$ cat config.mk
export PLATFORM = sky130hd
export DESIGN_NAME = aps_slot_clk_cfg
export DESIGN_NICKNAME = d
export VERILOG_FILES = /design/src/aps_pkg.sv /design/src/aps_slot_clk_cfg.sv
export VERILOG_INCLUDE_DIRS = /design/src
export SDC_FILE = /design/constraint.sdc
export NUM_CORES = 1
export LEC_CHECK = 0
export ABC_AREA = 1
export BUFFER_PORTS_ARGS = -buffer_cell sky130_fd_sc_hd__buf_4
export CAP_MARGIN = 20
export CORE_ASPECT_RATIO = 0.8
export CORE_MARGIN = 2
export CORE_UTILIZATION = 45
export DETAILED_ROUTE_END_ITERATION = 10
export GPL_TIMING_DRIVEN = 0
export MAX_ROUTING_LAYER = met4
export PLACE_DENSITY = 0.74
export SYNTH_ARGS = -nofsm -noshare
export SYNTH_HDL_FRONTEND = slang
export SYNTH_SLANG_ARGS = --single-unit
$ cat constraint.sdc
create_clock -name CLK -period 4 [get_ports CLK]
set_clock_uncertainty 0.2 [all_clocks]
set_input_delay 0.6 -clock CLK [delete_from_list [all_inputs] [get_ports CLK]]
set_output_delay 0.6 -clock CLK [all_outputs]
set_load 0.05 [all_outputs]
$ cat src/aps_defines.svh
// Purpose: Register offsets, field positions, reset values and code tables
//          for the audio serial port slot and master clock configuration.
// Assumes: Eight-bit control registers on the documented control port.
// Notes:   Definitions only; included by bare name.
`ifndef APS_DEFINES_SVH
`define APS_DEFINES_SVH

// ==========================================================================
// Register offsets
`define APS_OFS_CH7        8'h11
`define APS_OFS_CH8        8'h12
`define APS_OFS_MCFG       8'h13

// ==========================================================================
// Reset values
`define APS_RST_CH7        8'h06
`define APS_RST_CH8        8'h07
`define APS_RST_MCFG       8'h02

// ==========================================================================
// Field positions
`define APS_SLOT_MSB       5
`define APS_HALF_BIT       5
`define APS_LINE_BIT       6
`define APS_ROLE_BIT       7
`define APS_AUTO_BIT       6
`define APS_PLLBYP_BIT     5
`define APS_GATE_BIT       4
`define APS_FAM_BIT        3
`define APS_FREQ_MSB       2

// ==========================================================================
// Writable mask of a channel slot register; bit 7 is reserved.
`define APS_CH_WMASK       8'h7F

// ==========================================================================
// Reference clock frequency per code, in kHz.
`define APS_REF_KHZ_0      16'd12000
`define APS_REF_KHZ_1      16'd12288
`define APS_REF_KHZ_2      16'd13000
`define APS_REF_KHZ_3      16'd16000
`define APS_REF_KHZ_4      16'd19200
`define APS_REF_KHZ_5      16'd19680
`define APS_REF_KHZ_6      16'd24000
`define APS_REF_KHZ_7      16'd24576

// Base sample rates of the two families, in Hz.
`define APS_BASE_HZ_48K    17'd48000
`define APS_BASE_HZ_44K1   17'd44100

`endif

$ cat src/aps_pkg.sv
// Purpose: Types shared by the audio serial port configuration block.
// Assumes: Used only through scoped names.
// Notes:   Offsets and figures live in aps_defines.svh.
package aps_pkg;

  // ========================================================================
  // Framing format of the serial port.
  typedef enum logic [1:0]
  {
    APS_FMT_TDM = 2'b00,
    APS_FMT_I2S = 2'b01,
    APS_FMT_LJ  = 2'b10
  } aps_fmt_t;

endpackage : aps_pkg

$ cat src/aps_slot_clk_cfg.sv
// Purpose: Slot map of channels 7 and 8 and the master clock controls of
//          the audio serial port, with the decoded settings they steer.
// Assumes: Register port and all inputs synchronous to CLK.
// Notes:   Decoded outputs follow a register write after two edges.
`timescale 1ns/1ns
`include "aps_defines.svh"

module aps_slot_clk_cfg
(
  input  wire logic            CLK,
  input  wire logic            SRST,
  input  wire logic [7:0]      REG_ADDR,
  input  wire logic            REG_WE,
  input  wire logic [7:0]      REG_WDATA,
  output logic      [7:0]      REG_RDATA,
  input  wire aps_pkg::aps_fmt_t FRAME_FORMAT,
  input  wire logic            REF_SELECT_MODE,
  input  wire logic            BCLK_GEN,
  input  wire logic            FRAME_SYNC_GEN,
  output logic      [5:0]      CHAN7_SLOT,
  output logic                 CHAN7_RIGHT,
  output logic                 CHAN7_LINE_SELECT,
  output logic      [5:0]      CHAN8_SLOT,
  output logic                 CHAN8_RIGHT,
  output logic                 CHAN8_LINE_SELECT,
  output logic                 PORT_IS_MASTER,
  output logic                 AUTO_DERIVE_EN,
  output logic                 PLL_EN,
  output logic                 BCLK_OUT,
  output logic                 BCLK_OE,
  output logic                 FRAME_SYNC_OUT,
  output logic                 FRAME_SYNC_OE,
  output logic      [16:0]     BASE_RATE_HZ,
  output logic      [15:0]     REF_FREQ_KHZ,
  output logic                 REF_CODE_VALID,
  output logic                 REF_FROM_FRAME_SYNC
);

  // ========================================================================
  // Registers
  logic [7:0]  ch7_r,  ch7_nxt;
  logic [7:0]  ch8_r,  ch8_nxt;
  logic [7:0]  mcfg_r, mcfg_nxt;
  logic        wr7, wr8, wrm;

  // Writes land on a matching offset; reserved bit 7 is masked away.
  always_comb
  begin
    wr7      = REG_WE && (REG_ADDR == `APS_OFS_CH7);
    wr8      = REG_WE && (REG_ADDR == `APS_OFS_CH8);
    wrm      = REG_WE && (REG_ADDR == `APS_OFS_MCFG);
    ch7_nxt  = wr7 ? (REG_WDATA & `APS_CH_WMASK) : ch7_r;
    ch8_nxt  = wr8 ? (REG_WDATA & `APS_CH_WMASK) : ch8_r;
    mcfg_nxt = wrm ? REG_WDATA : mcfg_r;
  end

  // Reset values put channel 7 at slot 6 and 8 at slot 7 on the primary line.
  always_ff @(posedge CLK)
  begin
    if (SRST)
    begin
      ch7_r  <= `APS_RST_CH7;
      ch8_r  <= `APS_RST_CH8;
      mcfg_r <= `APS_RST_MCFG;
    end
    else
    begin
      ch7_r  <= ch7_nxt;
      ch8_r  <= ch8_nxt;
      mcfg_r <= mcfg_nxt;
    end
  end

  // Read data is combinational; unmapped offsets read as zero.
  always_comb
  begin
    unique case (REG_ADDR)
      `APS_OFS_CH7:  REG_RDATA = ch7_r;
      `APS_OFS_CH8:  REG_RDATA = ch8_r;
      `APS_OFS_MCFG: REG_RDATA = mcfg_r;
      default:       REG_RDATA = 8'h00;
    endcase
  end

  // ========================================================================
  // Decode
  logic        master;
  logic        tdm;
  logic [15:0] ref_khz;
  logic [5:0]  s7_nxt, s8_nxt;
  logic        r7_nxt, r8_nxt;
  logic        bclk_nxt, frame_sync_nxt, gated;

  // Reference table lookup; the code index is always legal.
  function automatic logic [15:0] ref_lookup(input logic [2:0] code);
    unique case (code)
      3'h0: ref_lookup = `APS_REF_KHZ_0;
      3'h1: ref_lookup = `APS_REF_KHZ_1;
      3'h2: ref_lookup = `APS_REF_KHZ_2;
      3'h3: ref_lookup = `APS_REF_KHZ_3;
      3'h4: ref_lookup = `APS_REF_KHZ_4;
      3'h5: ref_lookup = `APS_REF_KHZ_5;
      3'h6: ref_lookup = `APS_REF_KHZ_6;
      3'h7: ref_lookup = `APS_REF_KHZ_7;
    endcase
  endfunction : ref_lookup

  // In TDM the full code is the slot; in two-half framing bit 5 picks the
  // half and the lower five bits pick the slot within it.
  always_comb
  begin
    master  = mcfg_r[`APS_ROLE_BIT];
    tdm     = (FRAME_FORMAT == aps_pkg::APS_FMT_TDM);
    ref_khz = ref_lookup(mcfg_r[`APS_FREQ_MSB:0]);
    s7_nxt  = tdm ? ch7_r[`APS_SLOT_MSB:0] :
              {1'b0, ch7_r[`APS_SLOT_MSB-1:0]};
    s8_nxt  = tdm ? ch8_r[`APS_SLOT_MSB:0] :
              {1'b0, ch8_r[`APS_SLOT_MSB-1:0]};
    r7_nxt  = !tdm && ch7_r[`APS_HALF_BIT];
    r8_nxt  = !tdm && ch8_r[`APS_HALF_BIT];
    // Gating only counts when driving; as slave the pins are not ours.
    gated     = master && mcfg_r[`APS_GATE_BIT];
    bclk_nxt  = master && !gated && BCLK_GEN;
    frame_sync_nxt = master && !gated && FRAME_SYNC_GEN;
  end

  // Decoded settings are registered so every decoded output comes from a flop.
  always_ff @(posedge CLK)
  begin
    if (SRST)
    begin
      CHAN7_SLOT        <= 6'h00;
      CHAN7_RIGHT       <= 1'b0;
      CHAN7_LINE_SELECT <= 1'b0;
      CHAN8_SLOT        <= 6'h00;
      CHAN8_RIGHT       <= 1'b0;
      CHAN8_LINE_SELECT <= 1'b0;
      PORT_IS_MASTER    <= 1'b0;
      AUTO_DERIVE_EN    <= 1'b0;
      PLL_EN            <= 1'b0;
      BCLK_OUT          <= 1'b0;
      BCLK_OE           <= 1'b0;
      FRAME_SYNC_OUT         <= 1'b0;
      FRAME_SYNC_OE          <= 1'b0;
      BASE_RATE_HZ      <= 17'h00000;
      REF_FREQ_KHZ      <= 16'h0000;
      REF_CODE_VALID    <= 1'b0;
      REF_FROM_FRAME_SYNC    <= 1'b0;
    end
    else
    begin
      CHAN7_SLOT        <= s7_nxt;
      CHAN7_RIGHT       <= r7_nxt;
      CHAN7_LINE_SELECT <= ch7_r[`APS_LINE_BIT];
      CHAN8_SLOT        <= s8_nxt;
      CHAN8_RIGHT       <= r8_nxt;
      CHAN8_LINE_SELECT <= ch8_r[`APS_LINE_BIT];
      PORT_IS_MASTER    <= master;
      BCLK_OE           <= master;
      FRAME_SYNC_OE          <= master;
      BCLK_OUT          <= bclk_nxt;
      FRAME_SYNC_OUT         <= frame_sync_nxt;
      AUTO_DERIVE_EN    <= !mcfg_r[`APS_AUTO_BIT];
      // Outside automatic clocking the PLL is held off; inside it bit 5 bypasses it.
      PLL_EN            <= !mcfg_r[`APS_AUTO_BIT] &&
                           !mcfg_r[`APS_PLLBYP_BIT];
      BASE_RATE_HZ      <= !master ? 17'h00000 :
                           (mcfg_r[`APS_FAM_BIT] ? `APS_BASE_HZ_44K1 :
                                                   `APS_BASE_HZ_48K);
      REF_CODE_VALID    <= master && !REF_SELECT_MODE;
      REF_FREQ_KHZ      <= (master && !REF_SELECT_MODE) ? ref_khz :
                           16'h0000;
      REF_FROM_FRAME_SYNC    <= master && REF_SELECT_MODE;
    end
  end

  // ========================================================================
  // Checks
  a_slot_tdm_map: assert property (@(posedge CLK) disable iff (SRST)
    tdm |=> CHAN7_SLOT == $past(ch7_r[`APS_SLOT_MSB:0]))
    else $error("channel 7 TDM slot does not match its code");

  a_half_frame_map: assert property (@(posedge CLK) disable iff (SRST)
    !tdm |=>
    CHAN8_RIGHT == $past(ch8_r[`APS_HALF_BIT]) && !CHAN8_SLOT[`APS_SLOT_MSB])
    else $error("channel 8 half frame decode wrong");

  a_line_select: assert property (@(posedge CLK) disable iff (SRST)
    wr7 ##1 !wr7 |=>
    CHAN7_LINE_SELECT == $past(REG_WDATA[`APS_LINE_BIT], 2))
    else $error("channel 7 line select did not follow write");

  a_reset_slots: assert property (@(posedge CLK)
    $past(SRST) |-> ch7_r == `APS_RST_CH7 && ch8_r == `APS_RST_CH8)
    else $error("slot registers not at reset values");

  a_role_drive: assert property (@(posedge CLK) disable iff (SRST)
    (BCLK_OE == FRAME_SYNC_OE) && (BCLK_OE || (!BCLK_OUT && !FRAME_SYNC_OUT)))
    else $error("pin enables disagree or idle pins toggling");

  a_auto_derive: assert property (@(posedge CLK) disable iff (SRST)
    wrm ##1 !wrm |=>
    AUTO_DERIVE_EN == !$past(REG_WDATA[`APS_AUTO_BIT], 2))
    else $error("auto derive enable wrong");

  a_pll_bypass: assert property (@(posedge CLK) disable iff (SRST)
    PLL_EN == (AUTO_DERIVE_EN && !$past(mcfg_r[`APS_PLLBYP_BIT])))
    else $error("PLL enabled outside automatic clocking");

  a_clock_gate: assert property (@(posedge CLK) disable iff (SRST)
    gated |=> !BCLK_OUT && !FRAME_SYNC_OUT)
    else $error("gated clocks still toggling");

  a_rate_family: assert property (@(posedge CLK) disable iff (SRST)
    master && mcfg_r[`APS_FAM_BIT] |=> BASE_RATE_HZ == `APS_BASE_HZ_44K1)
    else $error("44.1 kHz family not selected");

  a_ref_code_use: assert property (@(posedge CLK) disable iff (SRST)
    !REF_CODE_VALID |-> REF_FREQ_KHZ == 16'h0000)
    else $error("reference code used while invalid");

  a_ref_frame_sync: assert property (@(posedge CLK) disable iff (SRST)
    !(REF_FROM_FRAME_SYNC && REF_CODE_VALID))
    else $error("both reference sources active");

  a_reserved_zero: assert property (@(posedge CLK) disable iff (SRST)
    !ch7_r[7] && !ch8_r[7])
    else $error("reserved slot bit set");

endmodule : aps_slot_clk_cfg

Word level (Yosys, flattened, before mapping)
Memories as Yosys holds them, arrays and structs flattened. A register that Yosys moved wholly into a read port is not among the register bits.
Index checks and enable logic that the tools add are counted.
{"block": "classes", "eq_ne": 3, "n_mux": 2, "bitwise_logic": 3, "n_reduce_logical": 21}
{"cell": "$eq A8 B5 Y1 const B", "n": 3}
{"cell": "$pmux W8 S3", "n": 1}
{"cell": "$mux W13", "n": 1}
{"cell": "$logic_and A1 B1 Y1", "n": 12}
{"cell": "$reduce_or A2 Y1", "n": 3}
{"cell": "$logic_not A1 Y1", "n": 5}
{"cell": "$not A1 Y1", "n": 3}
{"cell": "$logic_not A2 Y1", "n": 1}
{"block": "totals", "reg_bits": 78, "romBits": 88, "inputBits": 24, "out_inout_bits": 66, "elab_cells": 50, "n_memories": 1}
{"name": "(no name shown)", "depth": 8, "word_bits": 11, "rd": 1, "rd_clocked_by_memory_dff": 1, "wr": 0, "line": "aps_slot_clk_cfg.sv:96", "text": "unique case (code)"}

Longest topological paths before layout
{"block": "logic_depth", "depth_word": 4, "mapped_depth": 8, "ltp_nobuf": 7}

Worst setup path after synthesis
OpenSTA, ideal clock, no wires.
{"block": "synth_timing", "path_kind": "input port to output port", "startpoint": "input REG_ADDR[4]", "endpoint": "output REG_RDATA[7]", "arrival_ps": 1919, "required_time_ps": 3200, "path_slack_ps": 1281, "stages": 4, "n_path_buf": 0, "cell_sequence": "inv_1 > nor2_1 > nand2_1 > nor3_1"}
{"block": "synth_between", "elab_chain_cells": 2, "elab_cells_between_ends": 4, "classes_between": "eq/ne (3); mux (1)"}
{"item": "start: declaration", "line": "aps_slot_clk_cfg.sv:12", "text": "input wire logic [7:0] REG_ADDR,"}
{"item": "$eq A8 B5 Y1", "line": "aps_slot_clk_cfg.sv:77", "text": "unique case (REG_ADDR)"}
{"item": "$pmux W8 S3 *", "line": "aps_slot_clk_cfg.sv:77"}
{"item": "end: declaration", "line": "aps_slot_clk_cfg.sv:15", "text": "output logic [7:0] REG_RDATA,"}
Mark *: on every way between the ends. The rest lies on a longest branch, timed or not.

Final worst setup path
{"block": "layout_timing", "startpoint": "input REG_ADDR[7]", "endpoint": "output REG_RDATA[2]"}
Same word-level chain as after synthesis.

==> flow_metrics.py <==
metrics = {
    "outcome": {
        "status": "completed",
    },
    "die": {
        "coreArea_um2": 5405,
        "row_count": 24,
        "die_h_um": 70.68,
        "ios": 90,
        "initial_core_util_pct": 46.27,
        "dieArea_um2": 6174,
        "die_w_um": 87.35,
    },
    "global_routing": {
        "grt_pass1_wl_um": 8956,
        "grt.overflow.total": 0,
        "grt_usage_pct": 19.32,
        "antenna_found_initial": 0,
        "grt_max_degree": 11,
        "grt_pass1_vias": 2089,
    },
    "sta": {
        "setup_viol": 0,
        "fin_crit_sh_pct": 67.06,
        "setup_slack_ns": 1.317,
        "period_needed_ns": 2.683,
        "worstMarginPinSlew_ns": 0.5762,
        "hold_violations": 0,
        "rsz0062_at_grt": "false",
        "whs_ns": 0.2398,
        "fmax_mhz": 372.8,
        "tns_ns": 0,
        "slew_viol_final": 0,
        "relSlewSlack_pct": 61.38,
    },
    "power": {
        "p_int_w": 0.001012,
        "clkPwrFrac_pct": 46.4,
        "sw_frac_of_total_pct": 23.18,
        "power.switching_w": 0.0003054,
        "power.density_nw_per_um2": 385.0,
        "comb_power_share_pct": 8.6,
        "power.leakage_nw": 1.845,
        "vdd_drop_max_v": 0.0002475,
        "pwr-share-seq_pct": 45.1,
    },
    "yosys": {
        "synthCells": 326,
        "synthArstFlopShare_pct": 0,
        "synth.area.top_cells": "dfxtp_1 (47%), nand2_1 (10%), nor2_1 (7.8%)",
        "syn_avg_cell_area_um2": 7.672,
        "synth-seq-cells": 59,
        "synthFlopType": "dfxtp_1",
        "ys_warn_count": 0,
        "synth_top_area_cell": "dfxtp_1",
        "netlist_area_um2": 2501,
        "yosysTopAreaCellShare_pct": 47.22,
        "seq_area_frac_synth_pct": 47.22,
        "synth-edff-count": 0,
        "yosysUniqueCellTypes": 28,
    },
    "drt": {
        "post_drt_via_cell_ratio": 4.557,
        "first_pass_iters": 5,
        "remaining_drc_errors": 0,
        "wl_um": 5592,
        "avgRoutedWirePerCell_um": 11.32,
        "ant_nets": 0,
        "drtIter0Drc": 107,
        "vias": 2251,
    },
    "placement": {
        "dp_hpwl_um": 4277,
        "gp_congestion": 0.8600,
        "portBuffers": 76,
        "place_ws_ns": 1.333,
    },
    "clocking": {
        "postCtsSetupRepairBufs": 0,
        "post_cts_resized": 0,
        "cts_tree": "built",
        "cts_sinks": 59,
        "insertion_delay_ns": 0.34,
        "cts_root_buf": "clkbuf_8",
        "cts.reportedPaths.clkPinSlew_ns": 0.06,
        "cts_max_level": 3,
        "cts_buffers": 9,
        "clock_path_buffers": 2,
        "cts_hold_buf": 0,
    },
    "critical_path": {
        "required_ns": 3.20,
        "r2r_slack_ns": 2.28,
        "startpoint_type": "input port",
        "end_kind": "primary output",
        "path_max_fanout": 7,
        "crit_type": "input port to primary output",
        "arrival_ns": 1.88,
    },
    "final_layout": {
        "area_growth_pct": 36.82,
        "utilization_pct": 63.31,
        "diodes": 0,
        "final_nets": 454,
        "fillers": 498,
        "drive_gt1_share_pct": 31.70,
    },
    "run": {
        "maxCapViolations": 0,
    },
    "hold_path": {
        "holdCritPathClass": "register to register",
    },
}
[area by class of cell]
type / instances / area, um^2 / area share [%]
inverters: 50 / 187.7 / 5.484
flip-flops and latches: 59 / 1181 / 34.52
well taps: 65 / 81.33 / 2.377
clock buffers: 12 / 155.1 / 4.534
repair buffers: 76 / 570.5 / 16.67
plain buffers: 29 / 198.9 / 5.814
clock inverters: 4 / 72.57 / 2.121
multi-input cells: 199 / 974.7 / 28.48
[routing by layer]
metal	routed length, um	up-vias	GRT usage, %
met2	2621	93	31.31
met1	2446	996	22.40
met4	64	0	6.667
li1	-	1156	-
met3	459	6	6.418
met5	0	-	-
[path summary, 6_finish.rpt]
| check | from | endpoint | depth (start not counted) |
|---|---|---|---|
| max reg2reg | mcfg_r[0]$_SDFFE_PP0P_ | REF_FREQ_KHZ[11]$_SDFF_PP0_ | 4 |
| max | REG_ADDR[7] | REG_RDATA[2] | 7 |
| min | ch8_r[2]$_SDFFE_PP1P_ | CHAN8_SLOT[2]$_SDFF_PP0_ | 2 |
| min reg2reg | ch8_r[2]$_SDFFE_PP1P_ | CHAN8_SLOT[2]$_SDFF_PP0_ | 2 |
[synthesized netlist by cell type, types with 3 or more instances]
master    count
buf_2         3
buf_4        21
clkbuf_1      3
dfxtp_1      59
ha_1          6
inv_1        47
inv_2         3
nand2_1      69
nand2_2       4
nand3_1      15
nand4_1      14
nor2_1       52
nor2_2        4
nor3_1        7
[metrics by stage]
stage | cells | instance area, um^2 | total power (W)
2_1_floorplan | 337 | 2542 | 0.0006847
3_3_place_gp | 478 | 3194 | 0.0007174
3_5_place_dp | 478 | 3194 | 0.0007187
4_1_cts | 494 | 3422 | 0.001327
5_1_grt | 494 | 3422 | 0.001362
6_report | 494 | 3422 | 0.001317
[cell usage in the layout, fill, tap and decap left out, types with 3 or more instances in the layout]
cell type,netlist,final
nand4_1,14,14
clkbuf_8,0,11
conb_1,1,12
inv_2,3,3
nand3_1,15,15
buf_4,21,97
nor2_2,4,4
nor2_1,52,52
nand2_1,69,69
nor3_1,7,7
ha_1,6,6
buf_2,3,3
nand2_2,4,4
dfxtp_1,59,59
inv_1,47,47
clkbuf_1,3,4
[worst max-delay path, stage by stage]
cell and delay, ns:
buf_4 0.11, nor2_1 0.09, nand2_1 0.14, nor3_2 0.47
nand2_1 0.13, nand3_1 0.13, buf_4 0.20
[sequential cells by signal (all words and copies together), names as in the netlist]
register             count
FRAME_SYNC_OUT           1
CHAN7_LINE_SELECT        1
REF_CODE_VALID           1
FRAME_SYNC_OE            1
PLL_EN                   1
ch8_r                    7
ch7_r                    7
mcfg_r                   8
CHAN8_LINE_SELECT        1
REF_FREQ_KHZ            11
AUTO_DERIVE_EN           1
CHAN8_RIGHT              1
CHAN7_SLOT               6
CHAN7_RIGHT              1
BASE_RATE_HZ             3
BCLK_OUT                 1
REF_FROM_FRAME_SYNC      1
CHAN8_SLOT               6
[power by group through the flow]
stage / clock network [W] / registers [W] / logic (W)
after floorplan: 0 / 0.000621 / 0.0000635
after global placement: 0 / 0.000607 / 0.000111
after detailed placement: 0 / 0.000607 / 0.000112
after CTS: 0.000622 / 0.000594 / 0.000112
after global routing: 0.000648 / 0.000593 / 0.000120
final: 0.000611 / 0.000594 / 0.000113
[cells by family (layout without fill, tap and decap cells)]
group	Yosys count	count (layout)	synth area share, %
compound gates	7	7	1.551
fa+ha+maj	6	6	3.001
flops	59	59	47.22
other cells	1	12	0.1499
buf+inv	79	171	15.46
simple gates	174	174	32.62
Note: power is estimated with default switching activity, not from simulation.
